$ cat config.mk
export PLATFORM = sky130hd
export DESIGN_NAME = stmt_ms_trail
export DESIGN_NICKNAME = d
export VERILOG_FILES = /design/src/hw/stmt_pkg.sv /design/src/hw/stmt_frame_bip.sv /design/src/hw/stmt_ms_trail.sv
export VERILOG_INCLUDE_DIRS = /design/src /design/src/hw
export SDC_FILE = /design/constraint.sdc
export NUM_CORES = 2
export LEC_CHECK = 0
export BUFFER_PORTS_ARGS = -buffer_cell sky130_fd_sc_hd__buf_4
export CAP_MARGIN = 5
export CORE_UTILIZATION = 65
export CTS_BUF_LIST = sky130_fd_sc_hd__clkbuf_4 sky130_fd_sc_hd__clkbuf_8
export CTS_CLUSTER_SIZE = 8
export DETAILED_ROUTE_END_ITERATION = 16
export GPL_ROUTABILITY_DRIVEN = 0
export PLACE_DENSITY = 0.85
export SYNTH_ARGS = -nofsm -noshare
export SYNTH_HDL_FRONTEND = slang
export SYNTH_HIERARCHICAL = 1
export SYNTH_SLANG_ARGS = --single-unit
$ cat constraint.sdc
create_clock -name clk -period 18 [get_ports clk]
set_input_delay 0.9 -clock clk [delete_from_list [all_inputs] [get_ports clk]]
set_output_delay 0.9 -clock clk [all_outputs]
set_load 0.02 [all_outputs]
$ cat src/hw/stmt_defs.svh
`ifndef STMT_DEFS_SVH
`define STMT_DEFS_SVH

// ----------------------------------------
// timing
// ----------------------------------------
`define STMT_CLK_MHZ 40
`define STMT_FRAME_US 125
`define STMT_ACTION_US 250
`define STMT_ACTION_CYCLES (`STMT_ACTION_US * `STMT_CLK_MHZ)
`define STMT_SECOND_CYCLES (1000000 * `STMT_CLK_MHZ)

// ----------------------------------------
// frame layout, zero based row and column
// ----------------------------------------
`define STMT_LAST_ROW 4'h8
`define STMT_LAST_COL 11'h437
`define STMT_LAST_LANE 4'hB
`define STMT_RSOH_ROWS 4'h3
`define STMT_OH_COLS 11'h024
`define STMT_B2_ROW 4'h4
`define STMT_B2_LAST_COL 11'h00B
`define STMT_K2_ROW 4'h4
`define STMT_K2_COL 11'h018
`define STMT_M1_ROW 4'h8
`define STMT_M1_COL 11'h00E

// ----------------------------------------
// codes
// ----------------------------------------
`define STMT_MAX_REI 7'h60
`define STMT_K2_AIS 3'h7
`define STMT_K2_RDI 3'h6
`define STMT_K2_NORMAL 3'h0
`define STMT_ALL_ONES 8'hFF
`define STMT_MIN_PERSIST 3'h3
`define STMT_MAX_PERSIST 3'h5

// ----------------------------------------
// register offsets
// ----------------------------------------
`define STMT_ADDR_CTRL 8'h00
`define STMT_ADDR_DEG 8'h04
`define STMT_ADDR_STATUS 8'h08
`define STMT_ADDR_NEAR_EBC 8'h0C
`define STMT_ADDR_FAR_EBC 8'h10
`define STMT_ADDR_DS 8'h14
`define STMT_ADDR_IRQ 8'h18
`define STMT_ADDR_MASK 8'h1C

// ----------------------------------------
// fields and reset values
// ----------------------------------------
`define STMT_CTRL_MON 0
`define STMT_CTRL_RING 1
`define STMT_CTRL_AIS_REP 2
`define STMT_CTRL_RDI_REP 3
`define STMT_CTRL_SSF_REP 4
`define STMT_CTRL_PERSIST_MSB 10
`define STMT_CTRL_PERSIST_LSB 8
`define STMT_CTRL_RESET 32'h0000031D
`define STMT_DEG_THR_MSB 15
`define STMT_DEG_WIN_MSB 19
`define STMT_DEG_WIN_LSB 16
`define STMT_DEG_RESET 32'h00030010
`define STMT_IRQ_SECOND 0
`define STMT_IRQ_AIS 1
`define STMT_IRQ_RDI 2
`define STMT_IRQ_DEG 3
`define STMT_IRQ_MSB 3

`endif

$ cat src/hw/stmt_pkg.sv
package stmt_pkg;
	typedef logic [7:0] stmt_byte_t;
	typedef logic [11:0][7:0] stmt_bip_t;
	typedef struct packed {
		logic linkClk;
		logic frame;
		logic [7:0] data;
	} stmt_link_s;
	typedef struct packed {
		logic [3:0] cnt;
		logic flag;
	} stmt_filt_s;
endpackage

$ cat src/hw/stmt_frame_bip.sv
`include "stmt_defs.svh"
module stmt_frame_bip (
	// clock and reset
	input wire logic clk,
	input wire logic rst_n,
	// byte stream
	input wire logic strobe,
	input wire logic frameStart,
	input stmt_pkg::stmt_byte_t data,
	// position of current byte
	output logic [3:0] row,
	output logic [10:0] col,
	output logic [3:0] lane,
	// parity of previous frame
	output stmt_pkg::stmt_bip_t prevParity
);
	import stmt_pkg::*;

	logic [3:0] posRow, next_posRow, posLane, next_posLane;
	logic [10:0] posCol, next_posCol;
	stmt_bip_t acc, next_acc, next_prevParity;

	function automatic logic inRsoh(logic [3:0] r, logic [10:0] c);
		return (r < `STMT_RSOH_ROWS) && (c < `STMT_OH_COLS);
	endfunction

	always_comb begin
		row = frameStart ? 4'h0 : posRow;
		col = frameStart ? 11'h000 : posCol;
		lane = frameStart ? 4'h0 : posLane;
		next_posRow = posRow;
		next_posCol = posCol;
		next_posLane = posLane;
		next_acc = acc;
		next_prevParity = prevParity;
		if (strobe) begin
			if (col == `STMT_LAST_COL) begin
				next_posCol = 11'h000;
				next_posLane = 4'h0;
				next_posRow = (row == `STMT_LAST_ROW) ? 4'h0 : row + 4'h1;
			end else begin
				next_posCol = col + 11'h001;
				next_posLane = (lane == `STMT_LAST_LANE) ? 4'h0 : lane + 4'h1;
				next_posRow = row;
			end
			// even interleaved parity, overhead of the regenerator section left out
			if (frameStart) begin
				next_prevParity = acc;
				next_acc = '0;
			end else if (!inRsoh(row, col)) begin
				next_acc[lane] = acc[lane] ^ data;
			end
		end
	end

	always_ff @(posedge clk or negedge rst_n) begin
		if (!rst_n) begin
			posRow <= 4'h0;
			posCol <= 11'h000;
			posLane <= 4'h0;
			acc <= '0;
			prevParity <= '0;
		end else begin
			posRow <= next_posRow;
			posCol <= next_posCol;
			posLane <= next_posLane;
			acc <= next_acc;
			prevParity <= next_prevParity;
		end
	end
endmodule

$ cat src/hw/stmt_ms_trail.sv
// How it works
// (RULE_01) both directions carry octets in 125 us frames with their own clock and frame start
// (RULE_02) source writes sink's per-frame errored block count, 0 to 96, into M1
// (RULE_03) remote defect active forces K2 bits 6-8 to 110 within 250 us
// (RULE_04) after remote defect clears, K2 bits 6-8 pass through, 111 and 110 excepted
// (RULE_05) without remote defect, incoming 111 or 110 in K2 becomes 000
// (RULE_06) ring mode passes K2 bits transparently; otherwise 111 and 110 never leave; here remote defect still forces 110 in ring mode and otherwise
// (RULE_07) source places even interleaved parity of previous frame into twelve B2 bytes
// (RULE_08) sink checks B2 against own parity; each differing bit is one errored block
// (RULE_09) sink reads M1 bits 2-8 as far-end count; 97 to 127 mean zero
// (RULE_10) sink takes K2 pattern 110 as remote defect, others as normal
// (RULE_11) alarm defect set and cleared after x consecutive frames, x from 3 to 5
// (RULE_12) alarm action forces sink output to all ones, and releases it, within 250 us
// (RULE_13) reports are gated by monitoring, server fail and their own enables; only the AIS report checks server fail here, degrade has no enable
// (RULE_14) each second: near and far defect seconds and summed errored blocks
// (RULE_15) alarm defect drives action, remote defect, trail fail; degrade drives degrade output
// (RULE_16) degraded defect uses error threshold and seconds window on a one-second tick
//
// Design decisions made here: the APB register port and the register addresses.
`include "stmt_defs.svh"
module stmt_ms_trail #(
	parameter int unsigned SECOND_CYCLES = `STMT_SECOND_CYCLES
) (
	// clock and reset
	input wire logic clk,
	input wire logic rst_n,
	// apb slave
	input wire logic psel,
	input wire logic penable,
	input wire logic pwrite,
	input wire logic [7:0] paddr,
	input wire logic [31:0] pwdata,
	output logic [31:0] prdata,
	output logic pready,
	output logic pslverr,
	// interrupt
	output logic irq,
	// source direction
	input stmt_pkg::stmt_link_s soInLink,
	output stmt_pkg::stmt_byte_t soOutData,
	output logic soOutFrame,
	output logic soOutStrobe,
	// sink direction
	input stmt_pkg::stmt_link_s skInLink,
	input wire logic incomingServerFail,
	output stmt_pkg::stmt_byte_t skOutData,
	output logic skOutFrame,
	output logic skOutStrobe,
	output logic trailFailAction,
	output logic trailDegradeAction
);
	import stmt_pkg::*;

	localparam logic [31:0] SEC_LAST = 32'(SECOND_CYCLES - 1);

	// ----------------------------------------
	// link sampling
	// ----------------------------------------
	stmt_link_s soSync1, soSync2, soSync3, skSync1, skSync2, skSync3;
	logic ssfSync1, ssfSync2;
	logic soStrobe, skStrobe;

	always_ff @(posedge clk or negedge rst_n) begin
		if (!rst_n) begin
			soSync1 <= '0;
			soSync2 <= '0;
			soSync3 <= '0;
			skSync1 <= '0;
			skSync2 <= '0;
			skSync3 <= '0;
			ssfSync1 <= 1'b0;
			ssfSync2 <= 1'b0;
		end else begin
			soSync1 <= soInLink;
			soSync2 <= soSync1;
			soSync3 <= soSync2;
			skSync1 <= skInLink;
			skSync2 <= skSync1;
			skSync3 <= skSync2;
			ssfSync1 <= incomingServerFail;
			ssfSync2 <= ssfSync1;
		end
	end

	// rising edge of each link clock marks one octet
	assign soStrobe = soSync2.linkClk && !soSync3.linkClk; // RULE_01
	assign skStrobe = skSync2.linkClk && !skSync3.linkClk; // RULE_01

	// ----------------------------------------
	// shared decoding
	// ----------------------------------------
	function automatic logic isB2(logic [3:0] r, logic [10:0] c);
		return (r == `STMT_B2_ROW) && (c <= `STMT_B2_LAST_COL);
	endfunction

	function automatic logic isAt(logic [3:0] r, logic [10:0] c, logic [3:0] rr, logic [10:0] cc);
		return (r == rr) && (c == cc);
	endfunction

	function automatic logic [3:0] popCount(logic [7:0] v);
		logic [3:0] n;
		n = 4'h0;
		for (int i = 0; i < 8; i++) begin
			n = n + {3'h0, v[i]};
		end
		return n;
	endfunction

	function automatic stmt_filt_s filtStep(stmt_filt_s cur, logic match, logic [3:0] need);
		stmt_filt_s r;
		r = cur;
		if (match == cur.flag) begin
			r.cnt = 4'h0;
		end else if (cur.cnt + 4'h1 >= need) begin
			r.flag = match;
			r.cnt = 4'h0;
		end else begin
			r.cnt = cur.cnt + 4'h1;
		end
		return r;
	endfunction

	// ----------------------------------------
	// source
	// ----------------------------------------
	logic [3:0] soRow, soLane;
	logic [10:0] soCol;
	stmt_bip_t soPrev;
	stmt_byte_t soOut, next_soOutData;
	logic next_soOutFrame;
	logic [6:0] remoteErrorCountLink;
	logic remoteDefectLink;
	logic [31:0] ctrl;

	stmt_frame_bip soBip (
		.clk(clk),
		.rst_n(rst_n),
		.strobe(soStrobe),
		.frameStart(soSync2.frame),
		.data(soOut),
		.row(soRow),
		.col(soCol),
		.lane(soLane),
		.prevParity(soPrev)
	);

	always_comb begin
		soOut = soSync2.data;
		if (isB2(soRow, soCol)) begin
			soOut = soPrev[soLane]; // RULE_07
		end else if (isAt(soRow, soCol, `STMT_K2_ROW, `STMT_K2_COL)) begin
			if (remoteDefectLink) begin
				soOut[2:0] = `STMT_K2_RDI; // RULE_03
			end else if (!ctrl[`STMT_CTRL_RING] &&
				(soSync2.data[2:0] == `STMT_K2_AIS || soSync2.data[2:0] == `STMT_K2_RDI)) begin
				soOut[2:0] = `STMT_K2_NORMAL; // RULE_04 RULE_05 RULE_06
			end
		end else if (isAt(soRow, soCol, `STMT_M1_ROW, `STMT_M1_COL)) begin
			soOut = {1'b0, remoteErrorCountLink}; // RULE_02
		end
		next_soOutData = soStrobe ? soOut : soOutData;
		next_soOutFrame = soStrobe ? soSync2.frame : soOutFrame;
	end

	always_ff @(posedge clk or negedge rst_n) begin
		if (!rst_n) begin
			soOutData <= 8'h00;
			soOutFrame <= 1'b0;
			soOutStrobe <= 1'b0;
		end else begin
			soOutData <= next_soOutData;
			soOutFrame <= next_soOutFrame;
			soOutStrobe <= soStrobe;
		end
	end

	// ----------------------------------------
	// sink
	// ----------------------------------------
	logic [3:0] skRow, skLane, persist;
	logic [10:0] skCol;
	stmt_bip_t skPrev;
	logic [6:0] errAcc, next_errAcc, next_frameErr, farInc;
	logic nearValid, farValid;
	stmt_filt_s aisFilt, next_aisFilt, rdiFilt, next_rdiFilt;
	stmt_byte_t next_skOutData;
	logic next_skOutFrame;

	stmt_frame_bip skBip (
		.clk(clk),
		.rst_n(rst_n),
		.strobe(skStrobe),
		.frameStart(skSync2.frame),
		.data(skSync2.data),
		.row(skRow),
		.col(skCol),
		.lane(skLane),
		.prevParity(skPrev)
	);

	always_comb begin
		persist = {1'b0, ctrl[`STMT_CTRL_PERSIST_MSB:`STMT_CTRL_PERSIST_LSB]};
		if (persist < {1'b0, `STMT_MIN_PERSIST}) persist = {1'b0, `STMT_MIN_PERSIST}; // RULE_11
		if (persist > {1'b0, `STMT_MAX_PERSIST}) persist = {1'b0, `STMT_MAX_PERSIST}; // RULE_11
		next_errAcc = errAcc;
		next_frameErr = remoteErrorCountLink;
		next_aisFilt = aisFilt;
		next_rdiFilt = rdiFilt;
		nearValid = 1'b0;
		farValid = 1'b0;
		farInc = 7'h00;
		if (skStrobe && isB2(skRow, skCol)) begin
			next_errAcc = errAcc + {3'h0, popCount(skSync2.data ^ skPrev[skLane])}; // RULE_08
			if (skCol == `STMT_B2_LAST_COL) begin
				next_frameErr = next_errAcc; // RULE_02
				next_errAcc = 7'h00;
				nearValid = 1'b1;
			end
		end
		if (skStrobe && isAt(skRow, skCol, `STMT_K2_ROW, `STMT_K2_COL)) begin
			next_aisFilt = filtStep(aisFilt, skSync2.data[2:0] == `STMT_K2_AIS, persist); // RULE_11
			next_rdiFilt = filtStep(rdiFilt, skSync2.data[2:0] == `STMT_K2_RDI, persist); // RULE_10
		end
		if (skStrobe && isAt(skRow, skCol, `STMT_M1_ROW, `STMT_M1_COL)) begin
			farValid = 1'b1;
			farInc = (skSync2.data[6:0] > `STMT_MAX_REI) ? 7'h00 : skSync2.data[6:0]; // RULE_09
		end
		next_skOutData = skStrobe ? (aisFilt.flag ? `STMT_ALL_ONES : skSync2.data) : skOutData; // RULE_12
		next_skOutFrame = skStrobe ? skSync2.frame : skOutFrame;
	end

	always_ff @(posedge clk or negedge rst_n) begin
		if (!rst_n) begin
			errAcc <= 7'h00;
			remoteErrorCountLink <= 7'h00;
			aisFilt <= '0;
			rdiFilt <= '0;
			skOutData <= 8'h00;
			skOutFrame <= 1'b0;
			skOutStrobe <= 1'b0;
		end else begin
			errAcc <= next_errAcc;
			remoteErrorCountLink <= next_frameErr;
			aisFilt <= next_aisFilt;
			rdiFilt <= next_rdiFilt;
			skOutData <= next_skOutData;
			skOutFrame <= next_skOutFrame;
			skOutStrobe <= skStrobe;
		end
	end

	assign remoteDefectLink = aisFilt.flag; // RULE_15

	// ----------------------------------------
	// performance monitoring
	// ----------------------------------------
	logic [31:0] secCnt, next_secCnt, nearAcc, next_nearAcc, farAcc, next_farAcc, degCfg;
	logic [31:0] nearSum, farSum, pmNear, next_pmNear, pmFar, next_pmFar;
	logic nearDsSeen, next_nearDsSeen, farDsSeen, next_farDsSeen, pmNearDs, next_pmNearDs;
	logic pmFarDs, next_pmFarDs, oneSecondTick, badSecond;
	stmt_filt_s degFilt, next_degFilt;

	always_comb begin
		oneSecondTick = (secCnt == SEC_LAST); // RULE_16
		next_secCnt = oneSecondTick ? 32'h00000000 : secCnt + 32'h00000001;
		nearSum = nearAcc + (nearValid ? {25'h0000000, next_frameErr} : 32'h00000000);
		farSum = farAcc + (farValid ? {25'h0000000, farInc} : 32'h00000000);
		badSecond = nearSum >= {16'h0000, degCfg[`STMT_DEG_THR_MSB:0]};
		next_nearAcc = oneSecondTick ? 32'h00000000 : nearSum; // RULE_14
		next_farAcc = oneSecondTick ? 32'h00000000 : farSum; // RULE_14
		next_nearDsSeen = oneSecondTick ? 1'b0 : (nearDsSeen || trailFailAction);
		next_farDsSeen = oneSecondTick ? 1'b0 : (farDsSeen || rdiFilt.flag);
		next_pmNear = oneSecondTick ? nearSum : pmNear;
		next_pmFar = oneSecondTick ? farSum : pmFar;
		next_pmNearDs = oneSecondTick ? (nearDsSeen || trailFailAction) : pmNearDs; // RULE_14
		next_pmFarDs = oneSecondTick ? (farDsSeen || rdiFilt.flag) : pmFarDs; // RULE_14
		next_degFilt = oneSecondTick ?
			filtStep(degFilt, badSecond, degCfg[`STMT_DEG_WIN_MSB:`STMT_DEG_WIN_LSB]) : degFilt; // RULE_16
	end

	always_ff @(posedge clk or negedge rst_n) begin
		if (!rst_n) begin
			secCnt <= 32'h00000000;
			nearAcc <= 32'h00000000;
			farAcc <= 32'h00000000;
			nearDsSeen <= 1'b0;
			farDsSeen <= 1'b0;
			pmNear <= 32'h00000000;
			pmFar <= 32'h00000000;
			pmNearDs <= 1'b0;
			pmFarDs <= 1'b0;
			degFilt <= '0;
		end else begin
			secCnt <= next_secCnt;
			nearAcc <= next_nearAcc;
			farAcc <= next_farAcc;
			nearDsSeen <= next_nearDsSeen;
			farDsSeen <= next_farDsSeen;
			pmNear <= next_pmNear;
			pmFar <= next_pmFar;
			pmNearDs <= next_pmNearDs;
			pmFarDs <= next_pmFarDs;
			degFilt <= next_degFilt;
		end
	end

	// ----------------------------------------
	// registers, reports and interrupt
	// ----------------------------------------
	logic [31:0] next_ctrl, next_degCfg, next_prdata;
	logic [`STMT_IRQ_MSB:0] irqSts, next_irqSts, irqMask, next_irqMask, events, w1c;
	logic aisRep, next_aisRep, degRep, next_degRep, rdiRep, next_rdiRep, ssfRep, next_ssfRep;
	logic next_trailFail, next_trailDegrade, next_irq, next_pslverr, setup, wr;

	always_comb begin
		setup = psel && !penable;
		wr = psel && penable && pwrite;
		next_ctrl = (wr && paddr == `STMT_ADDR_CTRL) ? pwdata : ctrl;
		next_degCfg = (wr && paddr == `STMT_ADDR_DEG) ? pwdata : degCfg;
		next_irqMask = (wr && paddr == `STMT_ADDR_MASK) ? pwdata[`STMT_IRQ_MSB:0] : irqMask;
		w1c = (wr && paddr == `STMT_ADDR_IRQ) ? pwdata[`STMT_IRQ_MSB:0] : '0;
		events = '0;
		events[`STMT_IRQ_SECOND] = oneSecondTick;
		events[`STMT_IRQ_AIS] = next_aisFilt.flag != aisFilt.flag;
		events[`STMT_IRQ_RDI] = next_rdiFilt.flag != rdiFilt.flag;
		events[`STMT_IRQ_DEG] = next_degFilt.flag != degFilt.flag;
		next_irqSts = (irqSts & ~w1c) | events;
		next_irq = |(next_irqSts & irqMask);
		next_aisRep = ctrl[`STMT_CTRL_MON] && aisFilt.flag && !ssfSync2 && ctrl[`STMT_CTRL_AIS_REP]; // RULE_13
		next_degRep = ctrl[`STMT_CTRL_MON] && degFilt.flag; // RULE_13
		next_rdiRep = ctrl[`STMT_CTRL_MON] && rdiFilt.flag && ctrl[`STMT_CTRL_RDI_REP]; // RULE_13
		next_ssfRep = ctrl[`STMT_CTRL_MON] && aisFilt.flag && ctrl[`STMT_CTRL_SSF_REP]; // RULE_13
		next_trailFail = aisFilt.flag; // RULE_15
		next_trailDegrade = degFilt.flag; // RULE_15
		next_prdata = prdata;
		next_pslverr = pslverr;
		if (setup) begin
			next_pslverr = 1'b0;
			unique case (paddr)
				`STMT_ADDR_CTRL: next_prdata = ctrl;
				`STMT_ADDR_DEG: next_prdata = degCfg;
				`STMT_ADDR_STATUS: next_prdata = {23'h000000, trailDegradeAction, trailFailAction, ssfRep,
					rdiRep, degRep, aisRep, degFilt.flag, rdiFilt.flag, aisFilt.flag};
				`STMT_ADDR_NEAR_EBC: next_prdata = pmNear;
				`STMT_ADDR_FAR_EBC: next_prdata = pmFar;
				`STMT_ADDR_DS: next_prdata = {30'h00000000, pmFarDs, pmNearDs};
				`STMT_ADDR_IRQ: next_prdata = {28'h0000000, irqSts};
				`STMT_ADDR_MASK: next_prdata = {28'h0000000, irqMask};
				default: begin
					next_prdata = 32'h00000000;
					next_pslverr = 1'b1;
				end
			endcase
		end
	end

	always_ff @(posedge clk or negedge rst_n) begin
		if (!rst_n) begin
			ctrl <= `STMT_CTRL_RESET;
			degCfg <= `STMT_DEG_RESET;
			irqSts <= '0;
			irqMask <= '0;
			irq <= 1'b0;
			aisRep <= 1'b0;
			degRep <= 1'b0;
			rdiRep <= 1'b0;
			ssfRep <= 1'b0;
			trailFailAction <= 1'b0;
			trailDegradeAction <= 1'b0;
			prdata <= 32'h00000000;
			pslverr <= 1'b0;
		end else begin
			ctrl <= next_ctrl;
			degCfg <= next_degCfg;
			irqSts <= next_irqSts;
			irqMask <= next_irqMask;
			irq <= next_irq;
			aisRep <= next_aisRep;
			degRep <= next_degRep;
			rdiRep <= next_rdiRep;
			ssfRep <= next_ssfRep;
			trailFailAction <= next_trailFail;
			trailDegradeAction <= next_trailDegrade;
			prdata <= next_prdata;
			pslverr <= next_pslverr;
		end
	end

	assign pready = 1'b1;
endmodule

---- Yosys cells after proc, flatten, opt, wreduce, memory -nomap -nowiden ----
Index checks and enable logic that the tools add are counted.
operators by class
  bitwise operators ....................... 7
  equal/unequal tests ..................... 33
  order comparisons ....................... 17
  reduce and logical (&&, ||, !) cells .... 45
  add/subtract/negate cells ............... 20
  muxes and demuxes ....................... 76
operator list
  operator                                                     number
  two-way mux 96 bit                                           4
  case mux 32 bit (8 select lines)                             1
  bitwise mux 96 bit                                           2
  binary-select mux 8 bit (select 4 bit)                       4
  two-way mux 32 bit                                           3
  two-way mux 4 bit                                            20
  two-way mux 8 bit                                            9
  adder 32 x 7 -> 32 bit                                       2
  demux 8 bit (select 4 bit)                                   2
  two-way mux 7 bit                                            7
  two-way mux 11 bit                                           4
  equality test 11 x 4 -> 1 bit, second input constant         3
  adder 32 x 1 -> 32 bit, second input constant                1
  equality test 32 x 26 -> 1 bit, second input constant        1
  equality test 8 x 5 -> 1 bit, second input constant          4
  >= comparator 32 x 16 -> 1 bit                               1
  logical AND 1 bit                                            30
  adder 4 x 1 -> 4 bit, second input constant                  7
  XOR 8 bit                                                    3
  adder 11 x 1 -> 11 bit, second input constant                2
  equality test 11 bit, second input constant                  2
  equality test 11 x 5 -> 1 bit, second input constant         2
  <= comparator 11 x 4 -> 1 bit, second input constant         2
  less-than comparator 11 x 6 -> 1 bit, second input constant  2
  other kinds (32)                                             80
storage, ports and cells
  register bits ........................... 791
  bits of input ports ..................... 66
  logic and storage cells ................. 304

---- Depth between registers and ports, before layout ----
  depth after elaboration ................. 24
  depth in mapped cells ................... 41
  depth with buffers taken out ............ 37

---- Hierarchy ----
The synthesis kept the hierarchy.
by module, submodules not included
  module                  seq. area each (µm²)  cells an instance  area each (µm²)  times used
  stmt_ms_trail           9245.1                1732               18505.2          1
  stmt_frame_bip (soBip)  5280.1                1099               10048.4          1
  stmt_frame_bip (skBip)  5280.1                1018               9366.5           1

---- Least setup slack after synthesis ----
Ideal clock, no wire load.
  kind .................................... reg2reg
  start point ............................. register skSync2[8] (netlist bit)
  end point ............................... register degFilt[1] (netlist bit)
  slack ................................... 8.906 ns
  setup time .............................. 0.095 ns
  clock period less this slack ............ 9.094 ns
  data arrival time ....................... 8.999 ns
  required time ........................... 17.905 ns
  cell stages (with the launch flop) ...... 40
  cell sequence ........................... dfrtp_1 > buf_4 > nor2b_2 > buf_4 > buf_6 > clkbuf_1 > buf_1 > mux4_2 > inv_1 > o22ai_1 > xor2_1 > fa_1 > inv_1 > fa_1 > fa_1 > fa_1 > fa_1 > nor2b_1 > (+4 left out) > nor2_1 > ha_1 > a21oi_1 > nor3b_2 > nor3_4 > buf_6 > xnor2_1 > inv_1 > ha_1 > nand4_1 > nor3_1 > a221oi_1 > o21ai_0 > a21oi_1 > nand3_1 > or4b_4 > xnor2_4 > o31ai_1
between the ends
  cells in the longest elaborated chain, start to end .. 19
ends and longest elaborated chain
  what                                       RTL line              source
  from (decl)                                stmt_ms_trail.sv:59   stmt_link_s soSync1, soSync2, soSync3, skSync1, skSync2, skSync3;
  from (signal assigned)                     stmt_ms_trail.sv:78   skSync2 <= skSync1;
  two-way mux 4 bit *                        stmt_frame_bip.sv:30  lane = frameStart ? 4'h0 : posLane;
  via skLane[0]                              stmt_ms_trail.sv:180  logic [3:0] skRow, skLane, persist;
  binary-select mux 8 bit (select 4 bit) *   stmt_ms_trail.sv:213  next_errAcc = errAcc + {3'h0, popCount(skSync2.data ^ skPrev[skLane])};
  two-way mux 8 bit (not written as such) *  stmt_ms_trail.sv:213
  XOR 8 bit *                                stmt_ms_trail.sv:213
  adder 1 x 1 -> 2 bit                       stmt_ms_trail.sv:104  n = n + {3'h0, v[i]};
  adder 2 x 1 -> 3 bit                       stmt_ms_trail.sv:104
  adder 3 x 1 -> 4 bit                       stmt_ms_trail.sv:104
  (+5 left out)                              n/a
  two-way mux 7 bit *                        stmt_ms_trail.sv:214  if (skCol == `STMT_B2_LAST_COL) begin
  two-way mux 7 bit *                        stmt_ms_trail.sv:212  if (skStrobe && isB2(skRow, skCol)) begin
  two-way mux 7 bit *                        stmt_ms_trail.sv:266  nearSum = nearAcc + (nearValid ? {25'h0000000, next_frameErr} : 32'h00000000);
  adder 32 x 7 -> 32 bit *                   stmt_ms_trail.sv:266
  via nearSum[15]                            stmt_ms_trail.sv:258  logic [31:0] nearSum, farSum, pmNear, next_pmNear, pmFar, next_pmFar;
  >= comparator 32 x 16 -> 1 bit *           stmt_ms_trail.sv:268  badSecond = nearSum >= {16'h0000, degCfg[`STMT_DEG_THR_MSB:0]};
  equality test 1 bit *                      stmt_ms_trail.sv:112  if (match == cur.flag) begin
  two-way mux 4 bit *                        stmt_ms_trail.sv:112
  to (signal assigned)                       stmt_ms_trail.sv:303  degFilt <= next_degFilt;
  to (decl)                                  stmt_ms_trail.sv:261  stmt_filt_s degFilt, next_degFilt;
The timed path passes the listed nets; every way through them passes the cells marked *. The select of a mux whose other input is x is not followed.
A chain may end at the register's enable or synchronous reset.

---- Worst setup path in the final report ----
  start point ............................. register skBip.posLane[0]
  end point ............................... register degFilt[1] (netlist bit)
between the ends
  cells in the longest elaborated chain, start to end .. 19
ends and longest elaborated chain
  what                                       RTL line              source
  from (decl)                                stmt_frame_bip.sv:19  logic [3:0] posRow, next_posRow, posLane, next_posLane;
  from (signal assigned)                     stmt_frame_bip.sv:66  posLane <= next_posLane;
  two-way mux 4 bit *                        stmt_frame_bip.sv:30
  via skLane[0]                              stmt_ms_trail.sv:180
  binary-select mux 8 bit (select 4 bit) *   stmt_ms_trail.sv:213
  two-way mux 8 bit (not written as such) *  stmt_ms_trail.sv:213
  XOR 8 bit *                                stmt_ms_trail.sv:213
  adder 1 x 1 -> 2 bit                       stmt_ms_trail.sv:104
  adder 2 x 1 -> 3 bit                       stmt_ms_trail.sv:104
  adder 3 x 1 -> 4 bit                       stmt_ms_trail.sv:104
  (+5 left out)                              n/a
  two-way mux 7 bit *                        stmt_ms_trail.sv:214
  two-way mux 7 bit *                        stmt_ms_trail.sv:212
  two-way mux 7 bit *                        stmt_ms_trail.sv:266
  adder 32 x 7 -> 32 bit *                   stmt_ms_trail.sv:266
  via nearSum[9]                             stmt_ms_trail.sv:258
  >= comparator 32 x 16 -> 1 bit *           stmt_ms_trail.sv:268
  equality test 1 bit *                      stmt_ms_trail.sv:112
  two-way mux 4 bit *                        stmt_ms_trail.sv:112
Marked as above.

==> results.json <==
{
  "numCtsBuffers": 134,
  "maxCapViolCount": 0,
  "cp_data_required_time_ns": 18.71,
  "io_buffers": 121,
  "grt_pass1_wl_mm": 158,
  "startpoint_type": "flop",
  "end_kind": "flop",
  "total_power_mw": 4.12,
  "grt_usage_pct": 33.8,
  "die_w_um": 244,
  "final-setup-viol-count": 0,
  "synth.most_common_cell": "nand2_1",
  "async_reset_ff_share_pct": 100,
  "drv_slew": 0,
  "multi_input_area_um2": 16800,
  "worstSetupPathType": "reg2reg",
  "cts_sinks": 791,
  "ios": 123,
  "worst-path-buf-inv": 4,
  "vias": 30200,
  "cts_tree": "done",
  "synth_top_cell_by_area": "dfrtp_1",
  "ir_drop_mv": 0.0799,
  "tightestPinTransition_ns": 1.38,
  "ys_ff_latch": 791,
  "start_util_pct": 65.7,
  "rsz0062_at_grt": "false",
  "syn_avg_cell_area_um2": 9.85,
  "grt_antenna_before_repair": 4,
  "grt_max_degree": 127,
  "nets": 4049,
  "hold_buffers": 0,
  "area_growth_pct": 10.6,
  "synth-edff-count": 0,
  "synth.top_cell.area_share_pct": 51.6,
  "slowest_stage": "buf_4",
  "fin_crit_ns": 9.85,
  "synth_cell_types": 95,
  "leakage_nw": 20.2,
  "drc": 0,
  "num-fill-cells": 3981,
  "powerDensity_nw_per_um2": 98.2,
  "syn_nets": 3986,
  "finalCoreUtilization_pct": 72.7,
  "synth_warnings": 6,
  "hold_class": "in2reg",
  "seqCellArea_um2": 19800,
  "synth_area_um2": 37900,
  "preCtsSetupSlack_ns": 8.26,
  "gr-total-overflow": 0,
  "ant_nets": 0,
  "finalCritPeriodShare_pct": 54.7,
  "netlist_top_cells_count": "nand2_1 (881), dfrtp_1 (782), o21ai_0 (292)",
  "cts_resized": 0,
  "die-area_um2": 59300,
  "first_pass_iters": 6,
  "wl_mm": 98.2,
  "crit_top_cell": "fa_1",
  "tns_ns": 0,
  "clk_path_buf_depth": 3,
  "hpwl_mm": 62.7,
  "path_max_fanout": 45,
  "max_freq_mhz": 102,
  "drive_gt1_share_pct": 15.1,
  "core_area_um2": 57700,
  "worst_slack_ns": 8.15,
  "synth-main-ff-cell": "dfrtp_1",
  "avgRoutedWirePerCell_um": 20.6,
  "synthTopCellsByArea": "dfrtp_1 (52%), nand2_1 (8.7%), o21ai_0 (3.9%)",
  "root_buffer": "clkbuf_8",
  "max_stage_delay_ns": 0.65,
  "num_rows": 88,
  "grt_pass1_vias": 29700,
  "clk_latency_ns": 0.82,
  "cts_max_level": 4,
  "clk_pin_slew_ns": 0.07,
  "viasPerCell": 6.32,
  "die_h_um": 244,
  "synth-seq-area-share_pct": 52.2,
  "drtIter0Drc": 3416,
  "finClkSkew_ns": 0.0400,
  "worstPathArrival_ns": 10.56,
  "cp_top_family": "adder cells",
  "synthCells": 3849,
  "status": "complete, no violations",
  "max_slew_margin_pct": 7.50,
  "finalHoldViolations": 0,
  "post_cts_buffers": 0
}
layer usage:
metal	part of all wire, %	GRT usage [%]	up-vias
li1	-	-	13500
met1	41	46.7	14700
met2	45	50.2	1530
met3	9.4	8.06	355
met4	4.8	17.2	0
met5	0	0	-
flip-flops by register name, indices dropped and copies added (netlist names), 32 cells and up:
register	cells
nearAcc	32
soBip/acc	96
prdata	32
skBip/prevParity	96
farAcc	32
pmNear	32
pmFar	32
ctrl	32
skBip/acc	96
secCnt	32
soBip/prevParity	96
degCfg	32
kinds of logic (layout without fill, tap and decap cells):
logic type / after synthesis / in the layout / share of synthesized area (%)
simple gates: 1623 / 1623 / 19.4
flops: 791 / 791 / 52.2
compound gates: 704 / 704 / 11.9
buf+inv: 333 / 489 / 3.71
mux: 204 / 204 / 7.36
xor+xnor: 122 / 122 / 2.87
fa+ha+maj: 71 / 71 / 2.48
other cells: 1 / 5 / 0.00989
worst paths after layout:
path | depth (start not counted) | slack (ns) | start | endpoint
setup / recovery | 35 | 8.15 | skBip/posLane[0]$_DFFE_PN0P_ | degFilt[1]$_DFFE_PN0P_
hold / removal | 1 | 0.19 | skInLink[6] | skSync1[6]$_DFF_PN0_
setup reg to reg | 35 | 8.15 | skBip/posLane[0]$_DFFE_PN0P_ | degFilt[1]$_DFFE_PN0P_
hold reg to reg | 0 | 0.34 | soSync1[8]$_DFF_PN0_ | soSync2[8]$_DFF_PN0_
max in group asynchronous | 4 | 14.59 | rst_n | skBip/prevParity[54]$_DFFE_PN0P_
min in group asynchronous | 1 | 0.23 | rst_n | soBip/prevParity[63]$_DFFE_PN0P_
report_power, final:
group / internal, mW / switching, mW / leakage [nW]
registers: 1.86 / 0.0717 / 10.6
logic: 0.180 / 0.336 / 8.08
clock network: 0.943 / 0.726 / 1.46
total: 2.99 / 1.13 / 20.2
cell type report:
cell class / count / share of cell area, %
inverter: 97 / 0.868
clock inverter: 21 / 0.507
timing repair buffer: 163 / 2.94
tap: 765 / 2.28
sequential: 791 / 47.2
clock buffer: 208 / 6.09
multi-input combinational: 2725 / 40.1
antenna: 4 / 0.0239
metrics by stage:
stage               instances  instance area [um^2]  hold slack, ns
floorplan                3849                 37900           0.331
global placement         4541                 39200           0.333
detailed placement       4541                 39200           0.335
CTS                      4770                 41900           0.143
global route             4773                 41900           0.172
finish                   4774                 41900           0.189
cells in the final DEF, fill, tap and decap left out, drive strengths merged, types with 17 or more instances in the layout:
cell type	synthesis	routed
nor3	28	28
xor2	65	65
a211oi	17	17
nand2b	32	32
a21oi	57	57
a22oi	59	59
a31oi	45	45
nor2	199	199
nand3	211	211
and3	44	44
clkbuf	164	208
o21ai	323	323
inv	96	100
dfrtp	782	782
o2bb2ai	18	18
o31ai	31	31
buf	72	163
nand4	46	46
o22ai	23	23
nor2b	52	52
and2	27	27
ha	64	64
xnor2	57	57
mux4	52	52
mux2i	76	76
mux2	76	76
nand2	881	881
No activity file was read; power rests on OpenSTA's default activity.
